**src/hw/rcoc_pkg.sv**
```systemverilog
// Package: constants and types for the reset and option control block
package rcoc_pkg;

  // ---------------------------------------------------------------
  // Register map (byte addresses, APB; RCOC_PSF_IDX is the word index of RCOC_PSF_ADDR)
  // ---------------------------------------------------------------
  localparam logic [11:0] RCOC_PSF_IDX      = 12'h0086;
  localparam logic [11:0] RCOC_PSF_ADDR     = 12'h0218;
  localparam logic [11:0] RCOC_OPT_ADDR     = 12'h0400;
  localparam logic [11:0] RCOC_STAT_ADDR    = 12'h0404;
  localparam logic [11:0] RCOC_CTRL_ADDR    = 12'h0408;

  // ---------------------------------------------------------------
  // Status flag field positions
  // ---------------------------------------------------------------
  localparam int RCOC_CAUSE_HI_BIT  = 7;
  localparam int RCOC_CAUSE_LO_BIT  = 6;
  localparam int RCOC_F2V8_BIT      = 5;
  localparam int RCOC_F2V4_BIT      = 4;
  localparam logic [7:0] RCOC_PSF_RST = 8'h00;
  localparam logic [7:0] RCOC_PSF_WMASK = 8'hC7;

  // Reset cause codes in bits 7:6
  localparam logic [1:0] RCOC_CAUSE_WDT = 2'h0;
  localparam logic [1:0] RCOC_CAUSE_RSV = 2'h1;
  localparam logic [1:0] RCOC_CAUSE_POR = 2'h2;
  localparam logic [1:0] RCOC_CAUSE_EXT = 2'h3;

  // ---------------------------------------------------------------
  // Option word field positions
  // ---------------------------------------------------------------
  localparam int RCOC_OPT_DIV_LSB  = 0;   // 2 bits
  localparam int RCOC_OPT_CLK_LSB  = 2;   // 3 bits
  localparam int RCOC_OPT_WDT_LSB  = 5;   // 2 bits
  localparam int RCOC_OPT_RPIN_BIT = 7;
  localparam int RCOC_OPT_LV_LSB   = 8;   // 2 bits
  localparam int RCOC_OPT_SEC_BIT  = 10;

  typedef enum logic [2:0] {
    RCOC_CLK_IRC8M  = 3'h0,
    RCOC_CLK_IRCTK  = 3'h1,
    RCOC_CLK_EXTRC  = 3'h2,
    RCOC_CLK_X32K   = 3'h3,
    RCOC_CLK_X8M    = 3'h4,
    RCOC_CLK_X4M    = 3'h5
  } rcoc_clk_t;

  typedef enum logic [1:0] {
    RCOC_WDT_ALWAYS = 2'h0,
    RCOC_WDT_ENABLE = 2'h1,
    RCOC_WDT_OFF    = 2'h2
  } rcoc_wdt_t;

  typedef enum logic [1:0] {
    RCOC_LV_LOW  = 2'h0,
    RCOC_LV_MID  = 2'h1,
    RCOC_LV_HIGH = 2'h2
  } rcoc_lv_t;

  // ---------------------------------------------------------------
  // Sequencer states, gray along power-up path
  // ---------------------------------------------------------------
  typedef enum logic [2:0] {
    RCOC_ST_PWRUP = 3'b000,
    RCOC_ST_EXTW  = 3'b001,
    RCOC_ST_INIT  = 3'b011,
    RCOC_ST_WARM  = 3'b010,
    RCOC_ST_RUN   = 3'b110
  } rcoc_state_t;

  // ---------------------------------------------------------------
  // Timing
  // ---------------------------------------------------------------
  localparam int RCOC_CLK_MHZ        = 250;
  localparam int RCOC_STABLE_NS      = 1000;
  localparam int RCOC_STABLE_CYC     = (RCOC_STABLE_NS * RCOC_CLK_MHZ + 999) / 1000;
  localparam int RCOC_WARM_RC_NS     = 512;
  localparam int RCOC_WARM_RC_CYC    = (RCOC_WARM_RC_NS * RCOC_CLK_MHZ + 999) / 1000;
  localparam int RCOC_WARM_XT_NS     = 16000;
  localparam int RCOC_WARM_XT_CYC    = (RCOC_WARM_XT_NS * RCOC_CLK_MHZ + 999) / 1000;
  localparam int RCOC_TICK_MS        = 500;
  localparam int RCOC_TICK_CYC       = RCOC_TICK_MS * RCOC_CLK_MHZ * 1000;
  localparam logic [16:0] RCOC_CNT_ZERO = 17'h0_0000;

endpackage : rcoc_pkg

```
**src/hw/rcoc_top.sv**
```systemverilog
// Reset sources, power-up sequencer, option decode and status flags
//
// Decided for this implementation: the APB register port.
`timescale 1ns/1ns
`default_nettype none
module rcoc_top
  import rcoc_pkg::*;
#(
  parameter int STABLE_CYC  = RCOC_STABLE_CYC,
  parameter int WARM_XT_CYC = RCOC_WARM_XT_CYC,
  parameter int TICK_CYC    = RCOC_TICK_CYC
) (
  input  wire logic        pclk,
  input  wire logic        presetn,
  input  wire logic        psel,
  input  wire logic        penable,
  input  wire logic        pwrite,
  input  wire logic [11:0] paddr,
  input  wire logic [31:0] pwdata,
  output logic      [31:0] prdata,
  output logic             pready,
  output logic             pslverr,
  input  wire logic [10:0] option_word,
  input  wire logic        supply_ok,
  input  wire logic        below_1v8,
  input  wire logic        below_2v4,
  input  wire logic        below_2v8,
  input  wire logic        wdt_overflow,
  input  wire logic        sleep_mode,
  input  wire logic        rst_pin,
  input  wire logic        hosc_en,
  output logic             cpu_clk_en,
  output logic             cpu_rst_n,
  output logic             pc_clear,
  output logic [12:0]      boot_addr,
  output logic             wdt_run,
  output logic             osc_in_pin_gpio,
  output logic             osc_out_pin_gpio,
  output logic             port0_bit2_input,
  output logic             rst_pin_pullup,
  output logic             tick_pulse,
  output logic             rom_read_block
);

  // ---------------------------------------------------------------
  // State
  // ---------------------------------------------------------------
  typedef struct packed {
    rcoc_state_t st;
    logic [16:0] cnt;
    logic [31:0] tick_cnt;
    logic [2:0]  div_cnt;
    logic [7:0]  psf;
    logic [10:0] opt;
    logic [1:0]  s_sup;
    logic [1:0]  s_18;
    logic [1:0]  s_24;
    logic [1:0]  s_28;
    logic [1:0]  s_wdt;
    logic [1:0]  s_pin;
    logic        pin_d;
    logic        clk_en;
    logic        tick;
    logic        run;
    logic [31:0] rdata;
  } rcoc_reg_t;

  rcoc_reg_t r_r;
  rcoc_reg_t r_nxt;

  // Option field decode, used by several paths
  function automatic rcoc_clk_t clk_sel(input logic [10:0] o);
    clk_sel = rcoc_clk_t'(o[RCOC_OPT_CLK_LSB +: 3]);
  endfunction

  function automatic logic is_crystal(input logic [10:0] o);
    is_crystal = (clk_sel(o) == RCOC_CLK_X32K) || (clk_sel(o) == RCOC_CLK_X8M) ||
                 (clk_sel(o) == RCOC_CLK_X4M);
  endfunction

  logic       ext_en;
  rcoc_lv_t   lv_opt;
  rcoc_wdt_t  wdt_opt;
  logic       lv_rst;
  logic       pin_fall;
  logic       any_rst;
  logic       psf_sel;
  logic       opt_sel;
  logic       stat_sel;
  logic [16:0] warm_cyc;

  assign ext_en  = r_r.opt[RCOC_OPT_RPIN_BIT] == 1'b0;
  assign lv_opt  = rcoc_lv_t'(r_r.opt[RCOC_OPT_LV_LSB +: 2]);
  assign wdt_opt = rcoc_wdt_t'(r_r.opt[RCOC_OPT_WDT_LSB +: 2]);
  // Threshold is chosen by latched option level
  assign lv_rst  = r_r.s_18[1] || ((lv_opt == RCOC_LV_HIGH) && r_r.s_24[1]);
  assign pin_fall = ext_en && r_r.pin_d && !r_r.s_pin[1];
  assign any_rst = lv_rst || !r_r.s_sup[1] || (r_r.s_wdt[1] && wdt_run) || pin_fall;
  assign warm_cyc = is_crystal(r_r.opt) ? 17'(WARM_XT_CYC) : 17'(RCOC_WARM_RC_CYC);
  assign psf_sel  = paddr == RCOC_PSF_ADDR;
  assign opt_sel  = paddr == RCOC_OPT_ADDR;
  assign stat_sel = paddr == RCOC_STAT_ADDR;

  // ---------------------------------------------------------------
  // Next state
  // ---------------------------------------------------------------
  always_comb begin
    r_nxt = r_r;
    // Only the second stage is ever read
    r_nxt.s_sup = {r_r.s_sup[0], supply_ok};
    r_nxt.s_18  = {r_r.s_18[0], below_1v8};
    r_nxt.s_24  = {r_r.s_24[0], below_2v4};
    r_nxt.s_28  = {r_r.s_28[0], below_2v8};
    r_nxt.s_wdt = {r_r.s_wdt[0], wdt_overflow};
    r_nxt.s_pin = {r_r.s_pin[0], rst_pin};
    r_nxt.pin_d = r_r.s_pin[1];
    r_nxt.tick  = 1'b0;
    r_nxt.clk_en = 1'b0;
    // Divider
    if (hosc_en && r_r.run) begin
      r_nxt.div_cnt = r_r.div_cnt + 3'h1;
      unique case (r_r.opt[RCOC_OPT_DIV_LSB +: 2])
        2'h0: r_nxt.clk_en = 1'b1;
        2'h1: r_nxt.clk_en = r_r.div_cnt[0];
        2'h2: r_nxt.clk_en = &r_r.div_cnt[1:0];
        2'h3: r_nxt.clk_en = &r_r.div_cnt;
      endcase
    end
    // Half-second tick only for internal RC with timekeeping
    if (clk_sel(r_r.opt) == RCOC_CLK_IRCTK) begin
      if (r_r.tick_cnt == 32'(TICK_CYC - 1)) begin
        r_nxt.tick_cnt = 32'h0000_0000;
        r_nxt.tick = 1'b1;
      end else begin
        r_nxt.tick_cnt = r_r.tick_cnt + 32'h0000_0001;
      end
    end
    // Indicator flags follow supply when enabled by option
    r_nxt.psf[RCOC_F2V4_BIT] = (lv_opt != RCOC_LV_LOW) && r_r.s_24[1];
    r_nxt.psf[RCOC_F2V8_BIT] = (lv_opt == RCOC_LV_HIGH) && r_r.s_28[1];
    // Sequencer
    unique case (r_r.st)
      RCOC_ST_PWRUP: begin
        r_nxt.run = 1'b0;
        if (!r_r.s_sup[1]) begin
          r_nxt.cnt = RCOC_CNT_ZERO;
        end else if (r_r.cnt == 17'(STABLE_CYC - 1)) begin
          r_nxt.cnt = RCOC_CNT_ZERO;
          r_nxt.st  = RCOC_ST_EXTW;
        end else begin
          r_nxt.cnt = r_r.cnt + 17'h0_0001;
        end
      end
      RCOC_ST_EXTW: begin
        if (!ext_en || r_r.s_pin[1]) r_nxt.st = RCOC_ST_INIT;
      end
      RCOC_ST_INIT: begin
        r_nxt.psf[2:0] = 3'h0;
        r_nxt.st = RCOC_ST_WARM;
      end
      RCOC_ST_WARM: begin
        if (r_r.cnt >= warm_cyc - 17'h0_0001) begin
          r_nxt.cnt = RCOC_CNT_ZERO;
          r_nxt.st  = RCOC_ST_RUN;
          r_nxt.run = 1'b1;
        end else begin
          r_nxt.cnt = r_r.cnt + 17'h0_0001;
        end
      end
      RCOC_ST_RUN: begin
        if (psel && penable && pwrite && psf_sel) begin
          r_nxt.psf = (r_r.psf & ~RCOC_PSF_WMASK) | (pwdata[7:0] & RCOC_PSF_WMASK);
          r_nxt.psf[RCOC_F2V4_BIT] = (lv_opt != RCOC_LV_LOW) && r_r.s_24[1];
          r_nxt.psf[RCOC_F2V8_BIT] = (lv_opt == RCOC_LV_HIGH) && r_r.s_28[1];
        end
      end
      default: r_nxt.st = RCOC_ST_PWRUP;
    endcase
    // Any reset source restarts the sequence and records its cause;
    // evaluated every reset cycle so power-on latches options and cause too
    if (any_rst) begin
      r_nxt.st  = RCOC_ST_PWRUP;
      r_nxt.cnt = RCOC_CNT_ZERO;
      r_nxt.run = 1'b0;
      r_nxt.div_cnt = 3'h0;
      r_nxt.psf[2:0] = 3'h0;
      // Options are sampled only here, never in operation
      r_nxt.opt = option_word;
      if (lv_rst || !r_r.s_sup[1]) begin
        r_nxt.psf[7:6] = RCOC_CAUSE_POR;
        r_nxt.psf[5:4] = 2'h0;
      end else if (pin_fall) begin
        r_nxt.psf[7:6] = RCOC_CAUSE_EXT;
      end else begin
        r_nxt.psf[7:6] = RCOC_CAUSE_WDT;
      end
    end
    // APB read data, registered in setup and held until the next read setup
    if (psel && !penable && !pwrite) begin
      r_nxt.rdata = 32'h0000_0000;
      if (psf_sel)  r_nxt.rdata = {24'h00_0000, r_r.psf};
      if (opt_sel)  r_nxt.rdata = {21'h00_0000, r_r.opt};
      if (stat_sel) r_nxt.rdata = {27'h000_0000, r_r.run, r_r.st, ext_en};
    end
  end

  always_ff @(posedge pclk or negedge presetn) begin
    if (!presetn) begin
      r_r <= '{st: RCOC_ST_PWRUP, psf: RCOC_PSF_RST, default: '0};
    end else begin
      r_r <= r_nxt;
    end
  end

  // ---------------------------------------------------------------
  // Outputs
  // ---------------------------------------------------------------
  // Single-cycle access; unmapped addresses answer with an error
  assign pready  = 1'b1;
  assign pslverr = psel && penable && !(psf_sel || opt_sel || stat_sel);
  assign prdata  = r_r.rdata;

  assign cpu_clk_en = r_r.clk_en;
  assign cpu_rst_n  = r_r.run;
  assign pc_clear   = !r_r.run;
  assign boot_addr  = 13'h0000;
  // Gating from latched options
  assign wdt_run = r_r.run && ((wdt_opt == RCOC_WDT_ALWAYS) ||
                   ((wdt_opt == RCOC_WDT_ENABLE) && !sleep_mode));
  assign osc_in_pin_gpio  = (clk_sel(r_r.opt) == RCOC_CLK_IRC8M) ||
                            (clk_sel(r_r.opt) == RCOC_CLK_IRCTK);
  assign osc_out_pin_gpio = osc_in_pin_gpio ||
                            (clk_sel(r_r.opt) == RCOC_CLK_EXTRC);
  assign port0_bit2_input = !ext_en && r_r.s_pin[1];
  assign rst_pin_pullup   = ext_en;
  assign tick_pulse       = r_r.tick;
  assign rom_read_block   = r_r.opt[RCOC_OPT_SEC_BIT];

endmodule // rcoc_top
`default_nettype wire

```
**config.mk**
```make
export PLATFORM = sky130hd
export DESIGN_NAME = rcoc_top
export DESIGN_NICKNAME = d
export VERILOG_FILES = /design/src/hw/rcoc_pkg.sv /design/src/hw/rcoc_top.sv
export SDC_FILE = /design/constraint.sdc
export NUM_CORES = 1
export LEC_CHECK = 0
export BUFFER_PORTS_ARGS = -buffer_cell sky130_fd_sc_hd__buf_2
export CAP_MARGIN = 0
export CORE_AREA = 2 2 98 147
export DETAILED_ROUTE_END_ITERATION = 8
export DIE_AREA = 0 0 100 149
export GPL_ROUTABILITY_DRIVEN = 0
export HOLD_SLACK_MARGIN = 0.12
export PLACE_DENSITY_LB_ADDON = 0.05
export SLEW_MARGIN = 20
export SYNTH_ARGS = -nofsm -noshare
export SYNTH_HDL_FRONTEND = slang
export SYNTH_SLANG_ARGS = --single-unit
```
**constraint.sdc**
```tcl
create_clock -name pclk -period 4.9 [get_ports pclk]
set_input_delay 0.245 -clock pclk [delete_from_list [all_inputs] [get_ports pclk]]
set_output_delay 0.245 -clock pclk [all_outputs]
set_load 0.05 [all_outputs]
```
==> impl_metrics.json <==
{
  "clock_path_buffers": 2,
  "worst_hold_path_type": "input port to register",
  "synth_top_cell_area_share_pct": 46.9,
  "critical_path_required_ns": 5.08,
  "synth_ff_type": "dfrtp_1",
  "fin_util_pct": 43.9,
  "cell_depth_of_the_worst_flop_to_flop_path": 9,
  "critPathLaunchType": "register",
  "diodes": 0,
  "ios": 125,
  "setup_total_negative_slack_ns": 0,
  "critical_path_arrival_ns": 3.34,
  "critPathKind": "register to register",
  "maxClockFrequency_mhz": 316,
  "grt_overflow": 0,
  "finish.instance_area_mm2": 0.00606,
  "wire_per_inst_um": 15.7,
  "synth_edf_count": 0,
  "final_layout_size_suffix_gt1_share_pct": 15.9,
  "grt_max_degree": 57,
  "cts_post_setup_buffers_inserted": 0,
  "cp-end-kind": "register",
  "syn_area_mm2": 0.00534,
  "finalSetupViolations": 0,
  "dieArea_mm2": 0.0149,
  "outcome": "finished, final reports clean",
  "ant_nets": 0,
  "hold_viol_final": 0,
  "clock_skew_ns": 0.00993,
  "die_h_um": 149,
  "cell_chosen_for_the_clock_root": "clkbuf_16",
  "die_w_um": 100,
  "number_of_h_tree_levels": 3,
  "clock_sinks": 100,
  "drt-initial-drc-count": 186,
  "synth.top_cells.by_area": "dfrtp_1 (47%), buf_4 (6.5%), nand2_1 (5.6%), nand3_1 (3.2%), nor2_1 (3.0%)",
  "hold_path_depth": 2,
  "grt_pass1_wl_mm": 19.7,
  "timing.final.crit_period_ns": 3.16,
  "max-cap-violations": 0,
  "tightestPinTransition_ns": 0.902,
  "num_cts_buffers": 9,
  "worstSkewPairLatency_ns": 0.34,
  "timing.max_slew.rel_slack_pct": 39.5,
  "grt_use_total_pct": 16.6,
  "sequential_cell_area_mm2": 0.00250,
  "remaining_drc_errors": 0,
  "critical_path_peak_fanout": 14,
  "setup_repair_after_global_routing_missed_its_margin": "false",
  "antenna_found_initial": 0,
  "synth_top_cells_by_count": "dfrtp_1 (100), nand2_1 (80), buf_4 (46)",
  "ys_ff_latch": 100,
  "synth_top_cell_by_area": "dfrtp_1",
  "avgSynthCellArea_um2": 9.53,
  "first_global_vias": 3917,
  "detailed_placer_s_ending_hpwl_mm": 8.72,
  "slew_violations": 0,
  "synth_cell_type_count": 59,
  "final.period_utilization_pct": 64.6,
  "synth_warnings": 0,
  "routed_wirelength_mm": 12.4,
  "synth_most_common_cell": "dfrtp_1",
  "routed_via_density": 5.18,
  "start_util_pct": 38.7,
  "total_power_mw": 1.88,
  "synth_cells": 560,
  "final.fill_count": 1387,
  "via_count": 4086,
  "power.ir.vdd_worst_mv": 0.142,
  "design.core.area_mm2": 0.0138,
  "cellPowerDensity_mw_per_mm2": 310,
  "port_buffers": 62,
  "share_of_synthesized_registers_carrying_an_async_set_or_reset_pct": 100,
  "drtPass1Iterations": 4,
  "ys_seq_area_share_pct": 46.9,
  "finalHoldWorstSlack_ns": 0.136,
  "multi_input_area_mm2": 0.00248,
  "syn2layout_area_growth_pct": 13.5,
  "detailed_place.area_mm2": 0.00557,
  "clk_pin_slew_worst_paths_ns": 0.08,
  "nNetsFinal": 694,
  "total_leakage_power_nw": 2.83,
  "clock_tree_from_tritoncts": "yes",
  "placement_rows": 53
}
critical path: stages, from the launching register on:
cell and delay, ns:
dfrtp_1 0.57, nand2b_1 0.27, nand2_1 0.15, ha_1 0.34, a21o_1 0.12, a41oi_1 0.05
a221oi_2 0.54, nor4_4 0.13, o21ai_2 0.58, o311ai_0 0.25
layout make-up:
| type | count | share of cell area [%] |
|---|---|---|
| well taps | 165 | 3.41 |
| clock buffers | 9 | 3.72 |
| clock inverters | 7 | 1.51 |
| flip-flops and latches | 100 | 41.3 |
| repair buffers | 81 | 8.22 |
| inverters | 13 | 0.806 |
| multi-input cells | 414 | 41.0 |
metrics by stage:
stage / worst slack [ns] / instances
2_1_floorplan: 2.28 / 593
3_3_place_gp: 1.85 / 756
3_5_place_dp: 1.74 / 756
4_1_cts: 1.71 / 789
5_1_grt: 1.54 / 789
6_report: 1.74 / 789
timing repair:
action / in CTS / in global routing
hold buffers: 17 / 0
endpoints found under the setup margin: 0 / 0
endpoints found under the hold margin: 60 / 0
resized for setup: 0 / 0
cells by family after synthesis:
kind of cell	after synthesis	synth area share, %
buf+inv	79	9.00
simple gates	253	24.8
fa+ha+maj	7	1.64
other cells	2	0.141
mux	8	1.55
xor+xnor	29	4.76
compound gates	82	11.2
flops	100	46.9
power breakdown:
part | switching, mW | internal (mW) | leakage [nW]
clock network | 0.341 | 0.410 | 0.152
logic | 0.166 | 0.0635 | 1.35
registers | 0.0362 | 0.858 | 1.33
layer usage:
layer / part of all wire [%] / routed length [um] / global-route usage (%)
met5: 0 / 0 / 0
met4: 1.3 / 164 / 4.93
met2: 52 / 6400 / 29.0
met1: 44 / 5450 / 21.1
met3: 3.0 / 370 / 2.62
sequential cells by signal, indices dropped and copies added (netlist names):
name            count
r_nxt               7
r_r                76
tick_pulse          1
cpu_clk_en          1
lv_opt              2
rom_read_block      1
prdata             11
cpu_rst_n           1
worst paths after layout:
check / from / end / slack (ns)
max reg2reg: r_r[51] / r_r[108] / 1.74
max: r_r[51] / r_r[108] / 1.74
min reg2reg: r_nxt[39] / r_r[39] / 0.35
max in group asynchronous: presetn / r_r[109] / 3.26
min in group asynchronous: presetn / cpu_clk_en / 0.44
min: option_word[6] / r_r[54] / 0.14
layout by cell type (no fill, tap or decap), types with 10 or more instances in the layout:
cell type	count
dfrtp_1	100
xor2_1	13
o21ai_0	22
conb_1	35
nand2_1	80
and3_1	24
nor2_1	42
buf_2	61
dlygate4sd3_1	17
nand4_1	10
nand3_1	34
inv_1	13
xnor2_1	16
(Power assumes the default switching activity.)
